`src/rtl/ldps_consts.svh`:
```
`ifndef LDPS_CONSTS_SVH
`define LDPS_CONSTS_SVH

// Core clock period
`define LDPS_CLK_PERIOD_NS   5
// Enable input held low this long puts the block to sleep
`define LDPS_SHUTDOWN_NS     16000000
`define LDPS_SHUTDOWN_CYC    (`LDPS_SHUTDOWN_NS / `LDPS_CLK_PERIOD_NS)
// No dimming clock edge for this long leaves clocked mode
`define LDPS_FALLBACK_NS     50000
`define LDPS_FALLBACK_CYC    (`LDPS_FALLBACK_NS / `LDPS_CLK_PERIOD_NS)
// Time between single steps of the current level ramp
`define LDPS_SLEW_NS         4000
`define LDPS_SLEW_CYC        (`LDPS_SLEW_NS / `LDPS_CLK_PERIOD_NS)
// Level codes: full scale and the minimum floor of about 10 percent
`define LDPS_LVL_FULL        8'hFF
`define LDPS_LVL_MIN         8'h1A
// Reset values
`define LDPS_LVL_RESET       8'h1A

`endif

```
`src/rtl/ldps_pkg.sv`:
```
package ldps_pkg;

    // Dimming sequencer states
    typedef enum logic [2:0] {
        LDPS_OFF,
        LDPS_PRE,
        LDPS_ON,
        LDPS_POST,
        LDPS_SLEEP
    } ldps_seq_state_type;

    // Analog dimming source
    typedef enum logic {
        LDPS_MODE_VOLTAGE,
        LDPS_MODE_CLOCKED
    } ldps_dim_mode_type;

endpackage : ldps_pkg

```
`src/rtl/ldps_dim_if.sv`:
```
interface ldps_dim_if;
    import ldps_pkg::*;

    logic              clk_level;
    ldps_dim_mode_type mode;
    logic [7:0]        meas_level;

    modport meter (
        input  clk_level,
        output mode,
        output meas_level
    );

    modport seq (
        output clk_level,
        input  mode,
        input  meas_level
    );
endinterface : ldps_dim_if

```
`src/rtl/ldps_duty_meter.sv`:
```
`include "ldps_consts.svh"

module ldps_duty_meter
    import ldps_pkg::*;
#(
    parameter int FALLBACK_CYC = `LDPS_FALLBACK_CYC
) (
    // Clock and reset
    input  wire logic mclk_i,
    input  wire logic reset_i,
    // Dimming clock measurement
    ldps_dim_if.meter dim
);

    localparam int IW = $clog2(FALLBACK_CYC + 1);

    typedef struct packed {
        logic              prev;
        logic              seen_fall;
        logic [15:0]       hi_cnt;
        logic [15:0]       lo_cnt;
        logic [IW-1:0]     idle_cnt;
        ldps_dim_mode_type mode;
        logic              busy;
        logic [3:0]        step;
        logic [16:0]       rem;
        logic [16:0]       den;
        logic [7:0]        quo;
        logic [7:0]        level;
    } ldps_meter_reg_type;

    ldps_meter_reg_type r_q;
    ldps_meter_reg_type r_d;

    always_comb begin
        logic [17:0] dbl;
        dbl = '0;
        r_d = r_q;
        r_d.prev = dim.clk_level;
        if (r_q.idle_cnt != IW'(FALLBACK_CYC)) begin
            r_d.idle_cnt = r_q.idle_cnt + IW'(1);
        end
        // RQ8 clock loss fallback
        if (r_q.idle_cnt == IW'(FALLBACK_CYC)) begin
            r_d.mode      = LDPS_MODE_VOLTAGE;
            r_d.seen_fall = 1'b0;
        end
        // Saturating high and low time counters
        if (dim.clk_level && r_q.hi_cnt != 16'hFFFF) begin
            r_d.hi_cnt = r_q.hi_cnt + 16'h0001;
        end
        if (!dim.clk_level && r_q.lo_cnt != 16'hFFFF) begin
            r_d.lo_cnt = r_q.lo_cnt + 16'h0001;
        end
        if (dim.clk_level != r_q.prev) begin
            r_d.idle_cnt = '0;
        end
        if (!dim.clk_level && r_q.prev) begin
            r_d.seen_fall = 1'b1;
        end
        // RQ15 period complete
        if (dim.clk_level && !r_q.prev) begin
            r_d.hi_cnt = 16'h0001;
            r_d.lo_cnt = 16'h0000;
            if (r_q.seen_fall && r_q.hi_cnt != 16'h0000) begin
                // RQ6 clock detected
                r_d.mode = LDPS_MODE_CLOCKED;
                r_d.busy = 1'b1;
                r_d.step = 4'h0;
                r_d.rem  = {1'b0, r_q.lo_cnt};
                r_d.den  = {1'b0, r_q.hi_cnt} + {1'b0, r_q.lo_cnt};
                r_d.quo  = 8'h00;
            end
        end else if (r_q.busy) begin
            // RQ7 low fraction is the level
            dbl = {r_q.rem, 1'b0};
            if (dbl >= {1'b0, r_q.den}) begin
                r_d.rem = 17'(dbl - {1'b0, r_q.den});
                r_d.quo = {r_q.quo[6:0], 1'b1};
            end else begin
                r_d.rem = 17'(dbl);
                r_d.quo = {r_q.quo[6:0], 1'b0};
            end
            r_d.step = r_q.step + 4'h1;
            if (r_q.step == 4'h7) begin
                r_d.busy  = 1'b0;
                r_d.level = r_d.quo;
            end
        end
    end

    always_ff @(posedge mclk_i) begin
        if (reset_i) begin
            r_q       <= '0;
            r_q.mode  <= LDPS_MODE_VOLTAGE;
            r_q.level <= `LDPS_LVL_FULL;
        end else begin
            r_q <= r_d;
        end
    end

    assign dim.mode       = r_q.mode;
    assign dim.meas_level = r_q.level;

endmodule : ldps_duty_meter

```
`src/rtl/ldps_top.sv`:
```
// Overview of operation
// RQ1 - PWM rise starts boost now, sinks after the pre-boost time.
// RQ2 - PWM fall keeps boost and sinks on for the same pre-boost time. After a pulse shorter than that time, sinks light only for the pulse width.
// RQ3 - Pre-boost time comes from the external setting, same for both edges.
// RQ4 - Integrator starts near 2.5 to 4 us at 2 MHz, then tunes.
// RQ5 - Current level scales from about 10 to 100 percent.
// RQ6 - A toggling dimming clock selects clocked dimming mode.
// RQ7 - Clocked mode level is 100 percent minus clock high duty.
// RQ8 - No clock pulse for about 50 us returns to voltage mode.
// RQ9 - Host keeps dimming clock high and low times at least 150 ns.
// RQ10 - Host runs the dimming clock between 40 kHz and 1 MHz.
// RQ11 - Undriven analog dimming input gives the minimum 10 percent level.
// RQ12 - Sinks on while enable input high, off while low.
// RQ13 - Enable low beyond about 16 ms shuts the block down.
// RQ14 - Host never drives enable low pulses shorter than 1 us.
// RQ15 - Duty measured each full period; level ramps toward the result.
// RQ16 - Every dimming edge restarts a full pre-boost delay.
`include "ldps_consts.svh"

module ldps_top
    import ldps_pkg::*;
#(
    parameter int TW           = 10,
    parameter int SHUTDOWN_CYC = `LDPS_SHUTDOWN_CYC,
    parameter int FALLBACK_CYC = `LDPS_FALLBACK_CYC
) (
    // Clock and reset
    input  wire logic          mclk_i,
    input  wire logic          reset_i,
    // Dimming pins
    input  wire logic          pwm_i,
    input  wire logic          analog_dim_input_i,
    // Settings from the analog front end
    input  wire logic [TW-1:0] pre_boost_time_i,
    input  wire logic [7:0]    voltage_level_i,
    // Converter control
    output logic               boost_en_o,
    output logic               sink_en_o,
    output logic               shutdown_o,
    // Dimming status and level
    output logic               clocked_dim_mode_o,
    output logic [7:0]         current_level_o
);

    localparam int SW = $clog2(SHUTDOWN_CYC + 1);
    localparam int LW = $clog2(`LDPS_SLEW_CYC + 1);

    typedef struct packed {
        logic [1:0]         pwm_sync;
        logic [1:0]         dim_sync;
        logic               pwm_prev;
        ldps_seq_state_type state;
        logic [TW-1:0]      timer;
        logic [TW-1:0]      gate;
        logic [SW-1:0]      off_cnt;
        logic [LW-1:0]      slew_cnt;
        logic [7:0]         level;
        logic               boost;
        logic               sink;
        logic               sleep;
    } ldps_top_reg_type;

    ldps_top_reg_type r_q;
    ldps_top_reg_type r_d;

    ldps_dim_if dim ();

    ldps_duty_meter #(
        .FALLBACK_CYC (FALLBACK_CYC)
    ) u_meter (
        .mclk_i  (mclk_i),
        .reset_i (reset_i),
        .dim     (dim.meter)
    );

    // Only the second synchroniser stage is seen by the meter
    assign dim.clk_level = r_q.dim_sync[1];

    logic       pwm_lvl;
    logic       pwm_rise;
    logic       pwm_fall;
    logic [7:0] target;

    assign pwm_lvl  = r_q.pwm_sync[1];
    assign pwm_rise = pwm_lvl && !r_q.pwm_prev;
    assign pwm_fall = !pwm_lvl && r_q.pwm_prev;

    always_comb begin
        logic [7:0] raw;
        raw = voltage_level_i;
        // RQ7 clocked mode source
        if (dim.mode == LDPS_MODE_CLOCKED) begin
            raw = dim.meas_level;
        end
        // RQ5 RQ11 floor at minimum
        if (raw < `LDPS_LVL_MIN) begin
            target = `LDPS_LVL_MIN;
        end else begin
            target = raw;
        end
    end

    always_comb begin
        r_d = r_q;
        r_d.pwm_sync = {r_q.pwm_sync[0], pwm_i};
        r_d.dim_sync = {r_q.dim_sync[0], analog_dim_input_i};
        r_d.pwm_prev = pwm_lvl;
        if (r_q.timer != '0) begin
            r_d.timer = r_q.timer - TW'(1);
        end
        case (r_q.state)
            LDPS_OFF: begin
                // RQ13 long low shutdown
                if (r_q.off_cnt != SW'(SHUTDOWN_CYC)) begin
                    r_d.off_cnt = r_q.off_cnt + SW'(1);
                end else begin
                    r_d.state = LDPS_SLEEP;
                end
                if (pwm_rise) begin
                    r_d.state = LDPS_PRE;
                end
            end
            LDPS_PRE: begin
                // RQ1 sinks wait for timer
                if (pwm_fall) begin
                    r_d.state = LDPS_POST;
                    // Elapsed part of the rise delay gates the sinks
                    r_d.gate  = pre_boost_time_i - r_q.timer;
                end else if (r_q.timer == '0) begin
                    r_d.state = LDPS_ON;
                end
            end
            LDPS_ON: begin
                // RQ12 sinks follow enable
                if (pwm_fall) begin
                    r_d.state = LDPS_POST;
                    r_d.gate  = '1;
                end
            end
            LDPS_POST: begin
                // RQ2 hold after fall
                if (pwm_rise) begin
                    r_d.state = LDPS_PRE;
                end else if (r_q.timer == '0) begin
                    r_d.state = LDPS_OFF;
                end
            end
            LDPS_SLEEP: begin
                // Wake needs a fresh rising edge
                if (pwm_rise) begin
                    r_d.state = LDPS_PRE;
                end
            end
            default: begin
                r_d.state = LDPS_OFF;
            end
        endcase
        // RQ3 RQ16 full delay per edge
        if (pwm_rise || pwm_fall) begin
            r_d.timer = pre_boost_time_i;
        end
        if (r_d.state != LDPS_OFF) begin
            r_d.off_cnt = '0;
        end

        // Outputs follow the next state so they register together
        r_d.boost = 1'b0;
        r_d.sink  = 1'b0;
        r_d.sleep = 1'b0;
        case (r_d.state)
            LDPS_PRE: begin
                r_d.boost = 1'b1;
            end
            LDPS_ON: begin
                r_d.boost = 1'b1;
                r_d.sink  = 1'b1;
            end
            LDPS_POST: begin
                // RQ1 RQ2 short pulse sinks
                // A pulse shorter than the delay still lights for its width
                r_d.boost = 1'b1;
                r_d.sink  = (r_d.timer <= r_d.gate);
            end
            LDPS_SLEEP: begin
                r_d.sleep = 1'b1;
            end
            default: begin
                r_d.sleep = 1'b0;
            end
        endcase

        // RQ15 gradual level ramp
        // Single steps keep the sink current free of jumps
        if (r_q.slew_cnt != '0) begin
            r_d.slew_cnt = r_q.slew_cnt - LW'(1);
        end else begin
            r_d.slew_cnt = LW'(`LDPS_SLEW_CYC - 1);
            if (r_q.level < target) begin
                r_d.level = r_q.level + 8'h01;
            end else if (r_q.level > target) begin
                r_d.level = r_q.level - 8'h01;
            end
        end
    end

    always_ff @(posedge mclk_i) begin
        if (reset_i) begin
            r_q       <= '0;
            r_q.state <= LDPS_OFF;
            r_q.level <= `LDPS_LVL_RESET;
        end else begin
            r_q <= r_d;
        end
    end

    assign boost_en_o         = r_q.boost;
    assign sink_en_o          = r_q.sink;
    assign shutdown_o         = r_q.sleep;
    assign clocked_dim_mode_o = (dim.mode == LDPS_MODE_CLOCKED);
    assign current_level_o    = r_q.level;

endmodule : ldps_top

```
`config.mk`:
```
export PLATFORM = sky130hd
export DESIGN_NAME = ldps_top
export DESIGN_NICKNAME = d
export VERILOG_FILES = /design/src/rtl/ldps_pkg.sv /design/src/rtl/ldps_dim_if.sv /design/src/rtl/ldps_duty_meter.sv /design/src/rtl/ldps_top.sv
export VERILOG_INCLUDE_DIRS = /design/src /design/src/rtl
export SDC_FILE = /design/constraint.sdc
export NUM_CORES = 1
export LEC_CHECK = 0
export BUFFER_PORTS_ARGS = -buffer_cell sky130_fd_sc_hd__buf_4
export CAP_MARGIN = 15
export CORE_AREA = 2 2 99 173
export CTS_BUF_LIST = sky130_fd_sc_hd__clkbuf_4
export CTS_CLUSTER_DIAMETER = 120
export DETAILED_ROUTE_END_ITERATION = 10
export DIE_AREA = 0 0 101 175
export PLACE_DENSITY = 0.91
export REMOVE_ABC_BUFFERS = 1
export SETUP_SLACK_MARGIN = 0.2
export SLEW_MARGIN = 25
export SYNTH_ARGS = -nofsm -noshare
export SYNTH_HDL_FRONTEND = slang
export SYNTH_SLANG_ARGS = --single-unit
export TNS_END_PERCENT = 1
```
`constraint.sdc`:
```
create_clock -name mclk_i -period 9.4 [get_ports mclk_i]
set_clock_uncertainty 0.05 [all_clocks]
set_input_delay 0.94 -clock mclk_i [delete_from_list [all_inputs] [get_ports mclk_i]]
set_output_delay 0.94 -clock mclk_i [all_outputs]
set_load 0.02 [all_outputs]
```
==> flow_summary.rst, run 1 <==
.. list-table::
   :header-rows: 1

   * - Metric
     - Value
   * - DR DRC count
     - 0
   * - Remaining antenna violation count after routing
     - 0
   * - Total wire length after detailed routing
     - 23.87 mm
   * - Worst Setup Path Type
     - reg -> reg
   * - Number of enable-type register cells in the synthesized netlist
     - 0
   * - Core Box Area
     - 16290 sq um
   * - Number of optimization iterations in the first detailed-route pass
     - 5
   * - Post-CTS Setup Inserts
     - 0
   * - Port-buffer cells
     - 33
   * - Seq cells post-synth
     - 174
   * - Reg2reg path depth
     - 17
   * - Power per unit of standard cell area
     - 172.7 nW/um^2
   * - Result of the run
     - finished, final reports clean
   * - CTS HTree Levels
     - 4
   * - Number of sinks driven by the clock tree
     - 174
   * - Total of fill cells in the finished design
     - 1318
   * - Dominant cell by count in the synthesized netlist
     - sky130_fd_sc_hd__dfxtp_1
   * - DRT iter0 DRCs
     - 378
   * - Maximum root-to-sink buffer count
     - 2
   * - CP required
     - 9.88 ns
   * - Clock latency on the worst-skew pair
     - 0.58 ns
   * - Number of placement rows
     - 62
   * - Hold-fix buffer count after cts
     - 0
   * - Fmax
     - 0.2171 GHz
   * - Die Span Y
     - 175 um
   * - Critical path launch point type
     - flop
   * - Number of distinct standard cells referenced by the synthesized netlist
     - 66
   * - Finish-stage setup viols
     - 0
   * - Remaining max-slew budget at the tightest pin
     - 0.3754
   * - Routed length per placed instance
     - 16.27 um
   * - Initial core utilization
     - 0.6304
   * - Source of the worst register-to-register timing path
     - u_meter.dim.mode
   * - Total vias in the final route
     - 8979
   * - Crit path capture type
     - flop
   * - Layout Cell Area excl Fill
     - 10830 sq um
   * - GRT overflow
     - 0
   * - Synthesized instance count
     - 1255
   * - Drt via density
     - 6.121
   * - Layout Area Growth over Synthesis
     - 5.446%
   * - Critical path's slowest cell
     - sky130_fd_sc_hd__dfxtp_1
   * - Layout cell share with drive strength beyond 1
     - 0.07378
   * - Ranking of synthesized cells by instance count
     - 174 x sky130_fd_sc_hd__dfxtp_1, 148 x sky130_fd_sc_hd__nor2_1, 120 x sky130_fd_sc_hd__nand2_1
   * - Worst-Margin Slew
     - 0.9283 ns
   * - Die area
     - 17680 sq um
   * - Global router's overall resource usage
     - 0.2775
   * - Die extent in x
     - 101 um
   * - Reg-to-reg endpoint
     - current_level_o[7]
   * - Syn Std Cell Area
     - 10270 sq um
   * - Mapped Avg Cell Area
     - 8.183 sq um
   * - TritonCTS clock tree
     - yes
   * - Final weighted congestion in routability-driven placement
     - 0.9121
   * - Share of the yosys chip area belonging to registers
     - 0.3392
   * - Number of warnings issued by yosys
     - 0
   * - Worst hold path type
     - reg -> reg
   * - Area of the multi-input gates
     - 6320 sq um
   * - Final Worst Setup Slack
     - 4.794 ns
   * - Destination of the worst hold path
     - dim.clk_level
   * - Share of the synthesized area in the top cell type
     - 0.3392
   * - Pre-CTS setup slack
     - 4.629 ns
   * - Maximum number of pins on one net before global-route repair
     - 81
   * - Number of max-cap violations
     - 0
   * - Final clock period utilization by the worst path
     - 0.4900
   * - Number of ports placed on the die boundary
     - 34
   * - Unrepaired setup endpoints after global routing
     - false
   * - Pleak
     - 4.472 nW
   * - Most used DFF post-synth
     - sky130_fd_sc_hd__dfxtp_1
   * - Cts repair resizes
     - 0
   * - WP data arrival
     - 5.08 ns
   * - Half-perimeter wire length after detailed placement
     - 17.75 mm
   * - Chain of cells forming the critical path
     - mux2i_1, and3_1, and3_1, a211oi_1, ha_1, nor2b_1, o211ai_1, a21oi_1, a211oi_1, inv_1, ha_1, and3_1, a21oi_1, a31oi_1, xor2_1, or3_1, a21oi_1
   * - Crit path max fanout
     - 14
   * - Final-report hold violation count
     - 0
   * - Final slew viol count
     - 0
   * - Reg-to-reg slack, setup
     - 4.79 ns
   * - Number of buffers created by CTS
     - 17
   * - Cell chosen for the clock root
     - sky130_fd_sc_hd__clkbuf_4
   * - Clock-pin transition on the worst setup and hold timing paths
     - 0.16 ns
   * - Setup TNS
     - 0 ns
   * - Critical hold path startpoint
     - r_d[68]
   * - Number of cells on the worst hold path
     - 1
   * - Shortest clock period the worst path allows after layout
     - 4.606 ns
   * - Maximum resistive drop on vdd
     - 0.07900 mV
   * - Final cell utilization of the core
     - 0.6647
   * - Final nets
     - 1367
   * - Cells taking the most area after synthesis
     - sky130_fd_sc_hd__dfxtp_1 34%, sky130_fd_sc_hd__ha_1 9.7%, sky130_fd_sc_hd__nor2_1 5.4%
   * - Wire length of the first global-routing pass
     - 39.65 mm
   * - Slowest stage delay, CP
     - 0.74 ns
   * - Area occupied by registers
     - 3483 sq um
   * - Number of global-route vias before repair
     - 8968
   * - Async set-or-reset flop fraction in the synthesized netlist
     - 0
   * - Area after DPL
     - 10570 sq um
   * - Antenna violations before repair
     - 1
   * - Cell type with the highest aggregate area in the netlist
     - sky130_fd_sc_hd__dfxtp_1
through the flow:
stage                     power (mW)  hold slack (ns)  cells
final                          1.871           0.4029   1467
after detailed placement       1.489           0.3751   1434
after global placement         1.464           0.3724   1434
after CTS                      1.877           0.4063   1466
after floorplan                1.332           0.3638   1200
after global routing           1.996           0.4252   1467
sequential cells by signal, summed over array words and instances, names as in the netlist:
signal,cells
dim.clk_level,1
pwm_lvl,1
sink_en_o,1
current_level_o,8
r_q,56
r_d,2
shutdown_o,1
u_meter.dim.mode,1
u_meter.r_q,94
u_meter.dim.meas_level,8
boost_en_o,1
power by group:
part / switching (mW) / internal (mW)
Combinational: 0.348 / 0.280
Clock: 0.274 / 0.117
Sequential: 0.0611 / 0.790
Total: 0.684 / 1.19
layout make-up:
type / count / area share
Inverter: 57 / 0.01976
Antenna cell: 1 / 0.0002311
Clock buffer: 19 / 0.01317
Tap cell: 192 / 0.02218
Sequential cell: 174 / 0.3217
Timing Repair Buffer: 42 / 0.02912
Multi-Input combinational cell: 969 / 0.5836
Clock inverter: 13 / 0.01028
routing by layer:
| layer | up-vias | routed length, um | global-route usage |
|---|---|---|---|
| met5 | - | 0 | 0 |
| met4 | 0 | 1549 | 0.1959 |
| met3 | 111 | 996 | 0.04640 |
| met2 | 293 | 12830 | 0.5111 |
| met1 | 4162 | 8500 | 0.2712 |
| li1 | 4413 | - | - |
worst max path at each step:
stage	from	endpoint	slack (ns)	cells after the start
after floorplan	voltage_level_i[7]	current_level_o[7]	5.14	17
after global placement	voltage_level_i[7]	current_level_o[7]	4.74	18
after detailed placement	voltage_level_i[7]	current_level_o[7]	4.63	18
after CTS	u_meter.dim.mode	current_level_o[7]	4.84	17
after global routing	u_meter.dim.mode	current_level_o[7]	4.32	17
final	u_meter.dim.mode	current_level_o[7]	4.79	17
worst max-delay path, delay by kind of cell, from the launching register on:
family / cells / cell delay (ns)
adder cells (fa/ha/maj): 2 / 0.67
XOR/XNOR: 1 / 0.17
flip-flops: 1 / 0.74
AO/OA/AOI/OAI: 7 / 1.34
multiplexers: 1 / 0.20
buffers and inverters: 1 / 0.26
AND/OR/NAND/NOR: 5 / 1.11
cell families (layout without fill, tap and decap cells):
| family | Yosys count | in the layout | synth area share |
|---|---|---|---|
| multiplexers | 24 | 24 | 0.02351 |
| XOR/XNOR | 106 | 106 | 0.09040 |
| AND/OR/NAND/NOR | 499 | 499 | 0.2389 |
| other | 0 | 1 | 0 |
| adder cells (fa/ha/maj) | 84 | 84 | 0.1053 |
| buffers and inverters | 112 | 131 | 0.04569 |
| AO/OA/AOI/OAI | 256 | 256 | 0.1570 |
| flip-flops | 174 | 174 | 0.3392 |
cell usage in the layout, fill, tap and decap left out, types with 14 or more instances in the layout:
master and instances:
sky130_fd_sc_hd__dfxtp_1 174, sky130_fd_sc_hd__nor2_1 148, sky130_fd_sc_hd__nand2_1 120, sky130_fd_sc_hd__a21oi_1 101, sky130_fd_sc_hd__ha_1 80, sky130_fd_sc_hd__xnor2_1 58, sky130_fd_sc_hd__inv_1 57, sky130_fd_sc_hd__nand3_1 50
sky130_fd_sc_hd__xor2_1 48, sky130_fd_sc_hd__buf_4 42, sky130_fd_sc_hd__o21ai_0 34, sky130_fd_sc_hd__and3_1 30, sky130_fd_sc_hd__mux2i_1 23, sky130_fd_sc_hd__nor2b_1 21, sky130_fd_sc_hd__nand4_1 21, sky130_fd_sc_hd__nor3_1 19
sky130_fd_sc_hd__clkbuf_4 19, sky130_fd_sc_hd__nor4_1 15, sky130_fd_sc_hd__and2_1 15, sky130_fd_sc_hd__a21o_1 15, sky130_fd_sc_hd__nand2b_1 14
Note: power is estimated with default switching activity, not from simulation.
==> inputs of run 2 (changes only) <==
CORE_AREA = 2 2 103 180   (was 2 2 99 173)
DIE_AREA = 0 0 105 182   (was 0 0 101 175)
PLACE_DENSITY = 0.88   (was 0.91)
clock period = 4 ns   (was 9.4 ns; I/O delays follow)
==> run 2 against run 1 <==
  * Fmax is 22% higher
  * Sequential power is 140% higher
  * Combinational power is 150% higher
  * Critical endpoint is now current_level_o[6]
  * Largest power group unchanged
  * Highest routed layer unchanged
==> flow_summary.rst, run 2 (same netlist as run 1, synthesis figures left out) <==
.. list-table::
   :header-rows: 1

   * - Metric
     - Value
   * - Result of the run
     - finished, final reports clean (unchanged)
   * - Initial core utilization
     - 0.5793 (was 0.6304)
   * - Share of total power in combinational logic
     - 0.336 (about the same)
   * - WP data arrival
     - 4.18 ns (was 5.08 ns)
   * - Source of the worst register-to-register timing path
     - u_meter.dim.mode (unchanged)
   * - Antenna violations before repair
     - 1 (unchanged)
   * - DRT iter0 DRCs
     - 545 (was 378)
   * - Number of ports placed on the die boundary
     - 34 (unchanged)
   * - Critical hold path startpoint
     - pre_boost_time_i[0] (was r_d[68])
   * - Worst Setup Path Type
     - reg -> reg (unchanged)
   * - Clock-pin transition on the worst setup and hold timing paths
     - 0.14 ns (was 0.16 ns)
   * - Number of cells on the worst hold path
     - 3 (was 1)
   * - P_sw
     - 1.606 mW (was 0.6836 mW)
   * - Maximum number of pins on one net before global-route repair
     - 53 (was 81)
   * - Design Power
     - 4.607 mW (was 1.871 mW)
   * - Final nets
     - 1377 (was 1367)
   * - Finish-stage setup viols
     - 0 (unchanged)
   * - Layout Area Growth over Synthesis
     - 7.883% (was 5.446%)
   * - Maximum resistive drop on vdd
     - 0.2448 mV (was 0.07900 mV)
   * - Number of sinks driven by the clock tree
     - 174 (unchanged)
   * - Unrepaired setup endpoints after global routing
     - true (was false)
   * - Sequential group share of total power
     - 0.434 (was 0.455)
   * - Final clock period utilization by the worst path
     - 0.9444 (was 0.4900)
   * - Number of max-cap violations
     - 0 (unchanged)
   * - CTS HTree Levels
     - 4 (unchanged)
   * - Final cell count without fillers
     - 1519 (was 1467)
   * - Registers with the most flip-flops
     - u_meter.r_q (94), r_q (56) (unchanged)
   * - Reg2reg path depth
     - 18 (was 17)
   * - Number of placement rows
     - 65 (was 62)
   * - Layout cell share with drive strength beyond 1
     - 0.08723 (was 0.07378)
   * - Worst-Margin Slew
     - 0.8437 ns (was 0.9283 ns)
   * - Most used cells in the layout excluding fill and tap cells
     - 173 x sky130_fd_sc_hd__dfxtp_1, 148 x sky130_fd_sc_hd__nor2_1, 120 x sky130_fd_sc_hd__nand2_1 (was 174 x sky130_fd_sc_hd__dfxtp_1, 148 x sky130_fd_sc_hd__nor2_1, 120 x sky130_fd_sc_hd__nand2_1)
   * - Final cell utilization of the core
     - 0.6249 (was 0.6647)
   * - Fmax
     - 0.2647 GHz (was 0.2171 GHz)
   * - Reg-to-reg endpoint
     - current_level_o[6] (was current_level_o[7])
   * - Destination of the worst hold path
     - r_q[53] (was dim.clk_level)
   * - Top reg by flops
     - u_meter.r_q (unchanged)
   * - Wire length of the first global-routing pass
     - 41.29 mm (was 39.65 mm)
   * - Remaining max-slew budget at the tightest pin
     - 0.4323 (was 0.3754)
   * - Final Worst Setup Slack
     - 0.2223 ns (was 4.794 ns)
   * - Maximum root-to-sink buffer count
     - 2 (unchanged)
   * - GRT overflow
     - 0 (unchanged)
   * - Total wire length after detailed routing
     - 24.65 mm (was 23.87 mm)
   * - Total of fill cells in the finished design
     - 1469 (was 1318)
   * - Final slew viol count
     - 0 (unchanged)
   * - Port-buffer cells
     - 33 (unchanged)
   * - Setup TNS
     - 0 ns (unchanged)
   * - Final-report hold violation count
     - 0 (unchanged)
   * - Number of optimization iterations in the first detailed-route pass
     - 9 (was 5)
   * - Pre-CTS setup slack
     - 0.04626 ns (was 4.629 ns)
   * - Most frequent standard cell in the layout excluding fill and tap cells
     - sky130_fd_sc_hd__dfxtp_1 (unchanged)
   * - Critical path launch point type
     - flop (unchanged)
   * - Final weighted congestion in routability-driven placement
     - 0.9899 (was 0.9121)
   * - DR DRC count
     - 0 (unchanged)
   * - TritonCTS clock tree
     - yes (unchanged)
   * - Die Span Y
     - 182 um (was 175 um)
   * - Number of global-route vias before repair
     - 9380 (was 8968)
   * - Sw frac
     - 0.3487 (was 0.3654)
   * - Die area
     - 19110 sq um (was 17680 sq um)
   * - Placed Cells
     - 1482 (was 1434)
   * - Flip-flop count of the largest register, all copies and words added
     - 94 (unchanged)
   * - Total vias in the final route
     - 9097 (was 8979)
   * - Routed length per placed instance
     - 16.23 um (was 16.27 um)
   * - Number of buffers created by CTS
     - 17 (unchanged)
   * - Slowest stage delay, CP
     - 0.41 ns (was 0.74 ns)
   * - Power per unit of standard cell area
     - 415.8 nW/um^2 (was 172.7 nW/um^2)
   * - Global router's overall resource usage
     - 0.2607 (was 0.2775)
   * - Pleak
     - 4.546 nW (was 4.472 nW)
   * - Power Internal
     - 3.001 mW (was 1.187 mW)
   * - Clock latency on the worst-skew pair
     - 0.58 ns (about the same)
   * - Die extent in x
     - 105 um (was 101 um)
   * - Reg-to-reg slack, setup
     - 0.22 ns (was 4.79 ns)
   * - Crit path capture type
     - flop (unchanged)
   * - Shortest clock period the worst path allows after layout
     - 3.778 ns (was 4.606 ns)
   * - CP required
     - 4.40 ns (was 9.88 ns)
   * - Drt via density
     - 5.989 (was 6.121)
   * - Core Box Area
     - 17730 sq um (was 16290 sq um)
   * - Critical path's slowest cell
     - sky130_fd_sc_hd__dfxtp_4 (was sky130_fd_sc_hd__dfxtp_1)
   * - Crit path max fanout
     - 7 (was 14)
   * - Chain of cells forming the critical path
     - mux2i_1, and3_4, and3_4, a211oi_2, ha_1, nor2b_1, o211ai_1, a21oi_1, a211oi_2, inv_2, fa_2, a21o_1, a21oi_2, o21bai_1, a21oi_1, xnor2_1, mux2i_1, nor2_1 (was mux2i_1, and3_1, and3_1, a211oi_1, ha_1, nor2b_1, o211ai_1, a21oi_1, a211oi_1, inv_1, ha_1, and3_1, a21oi_1, a31oi_1, xor2_1, or3_1, a21oi_1)
   * - Cell chosen for the clock root
     - sky130_fd_sc_hd__clkbuf_4 (unchanged)
   * - Clock network power share
     - 0.230 (was 0.209)
   * - Worst hold path type
     - in -> reg (was reg -> reg)
   * - Half-perimeter wire length after detailed placement
     - 18.07 mm (was 17.75 mm)
   * - Remaining antenna violation count after routing
     - 0 (unchanged)
run 2: cell count changes in the layout (fill, tap and decap cells not counted), sizes merged:
cell,change
inv,-1
clkinvlp,-1
dlygate4sd3,+2
bufinv,+3
clkbuf,-1
buf,+8
run 2: worst max-delay path by stage:
stage                       start                 end  cells after the start
2_1_floorplan    u_meter.dim.mode  current_level_o[7]                     17
3_3_place_gp   voltage_level_i[7]  current_level_o[6]                     19
3_5_place_dp   voltage_level_i[7]  current_level_o[6]                     19
4_1_cts          u_meter.dim.mode  current_level_o[7]                     17
5_1_grt          u_meter.dim.mode  current_level_o[6]                     18
6_report         u_meter.dim.mode  current_level_o[6]                     18
run 2: metrics by stage:
stage               hold slack, ns  area [sq um]
finish                     0.05885         11080
CTS                        0.03488         11000
global route               0.07782         11080
floorplan                   0.3638         10010
global placement            0.3689         10670
detailed placement          0.3791         10670
run 2: per-layer routing:
metal	up-vias	routed length [um]	track usage
li1	4451	-	-
met2	227	13660	0.5169
met3	71	719	0.03302
met4	0	1045	0.1472
met1	4348	9222	0.2516
met5	-	0	0
run 2: cell type report:
type,instances,area (sq um),share of cell area
diodes,1,2.502,0.0002259
clock buffers,18,135.1,0.01220
clock inverters,14,165.2,0.01491
inverters,57,214.0,0.01931
multi-input cells,969,6387,0.5765
flip-flops and latches,174,3487,0.3147
well taps,234,292.8,0.02643
repair buffers,52,395.4,0.03569
run 2: power groups by stage:
stage | Combinational [mW] | Sequential [mW] | Clock, mW
after detailed placement | 1.47 | 2.03 | 0
after global placement | 1.43 | 2.03 | 0
after floorplan | 1.10 | 2.03 | 0
final | 1.55 | 2.00 | 1.06
after CTS | 1.49 | 1.99 | 1.08
after global routing | 1.74 | 2.01 | 1.14
run 2: critical path, delay by kind of cell (launching register included):
kind	cells	cell delay, ns
flops	1	0.41
compound gates	8	1.23
xor+xnor	1	0.08
simple gates	4	0.63
mux	2	0.39
fa+ha+maj	2	0.69
buf+inv	1	0.16
run 2: repair_timing:
action,in CTS,in global routing
setup endpoints to repair,2,3
pin swaps,1,1
endpoints found under the hold margin,2,0
setup buffers,0,2
hold buffers,2,0
resized for setup,4,12
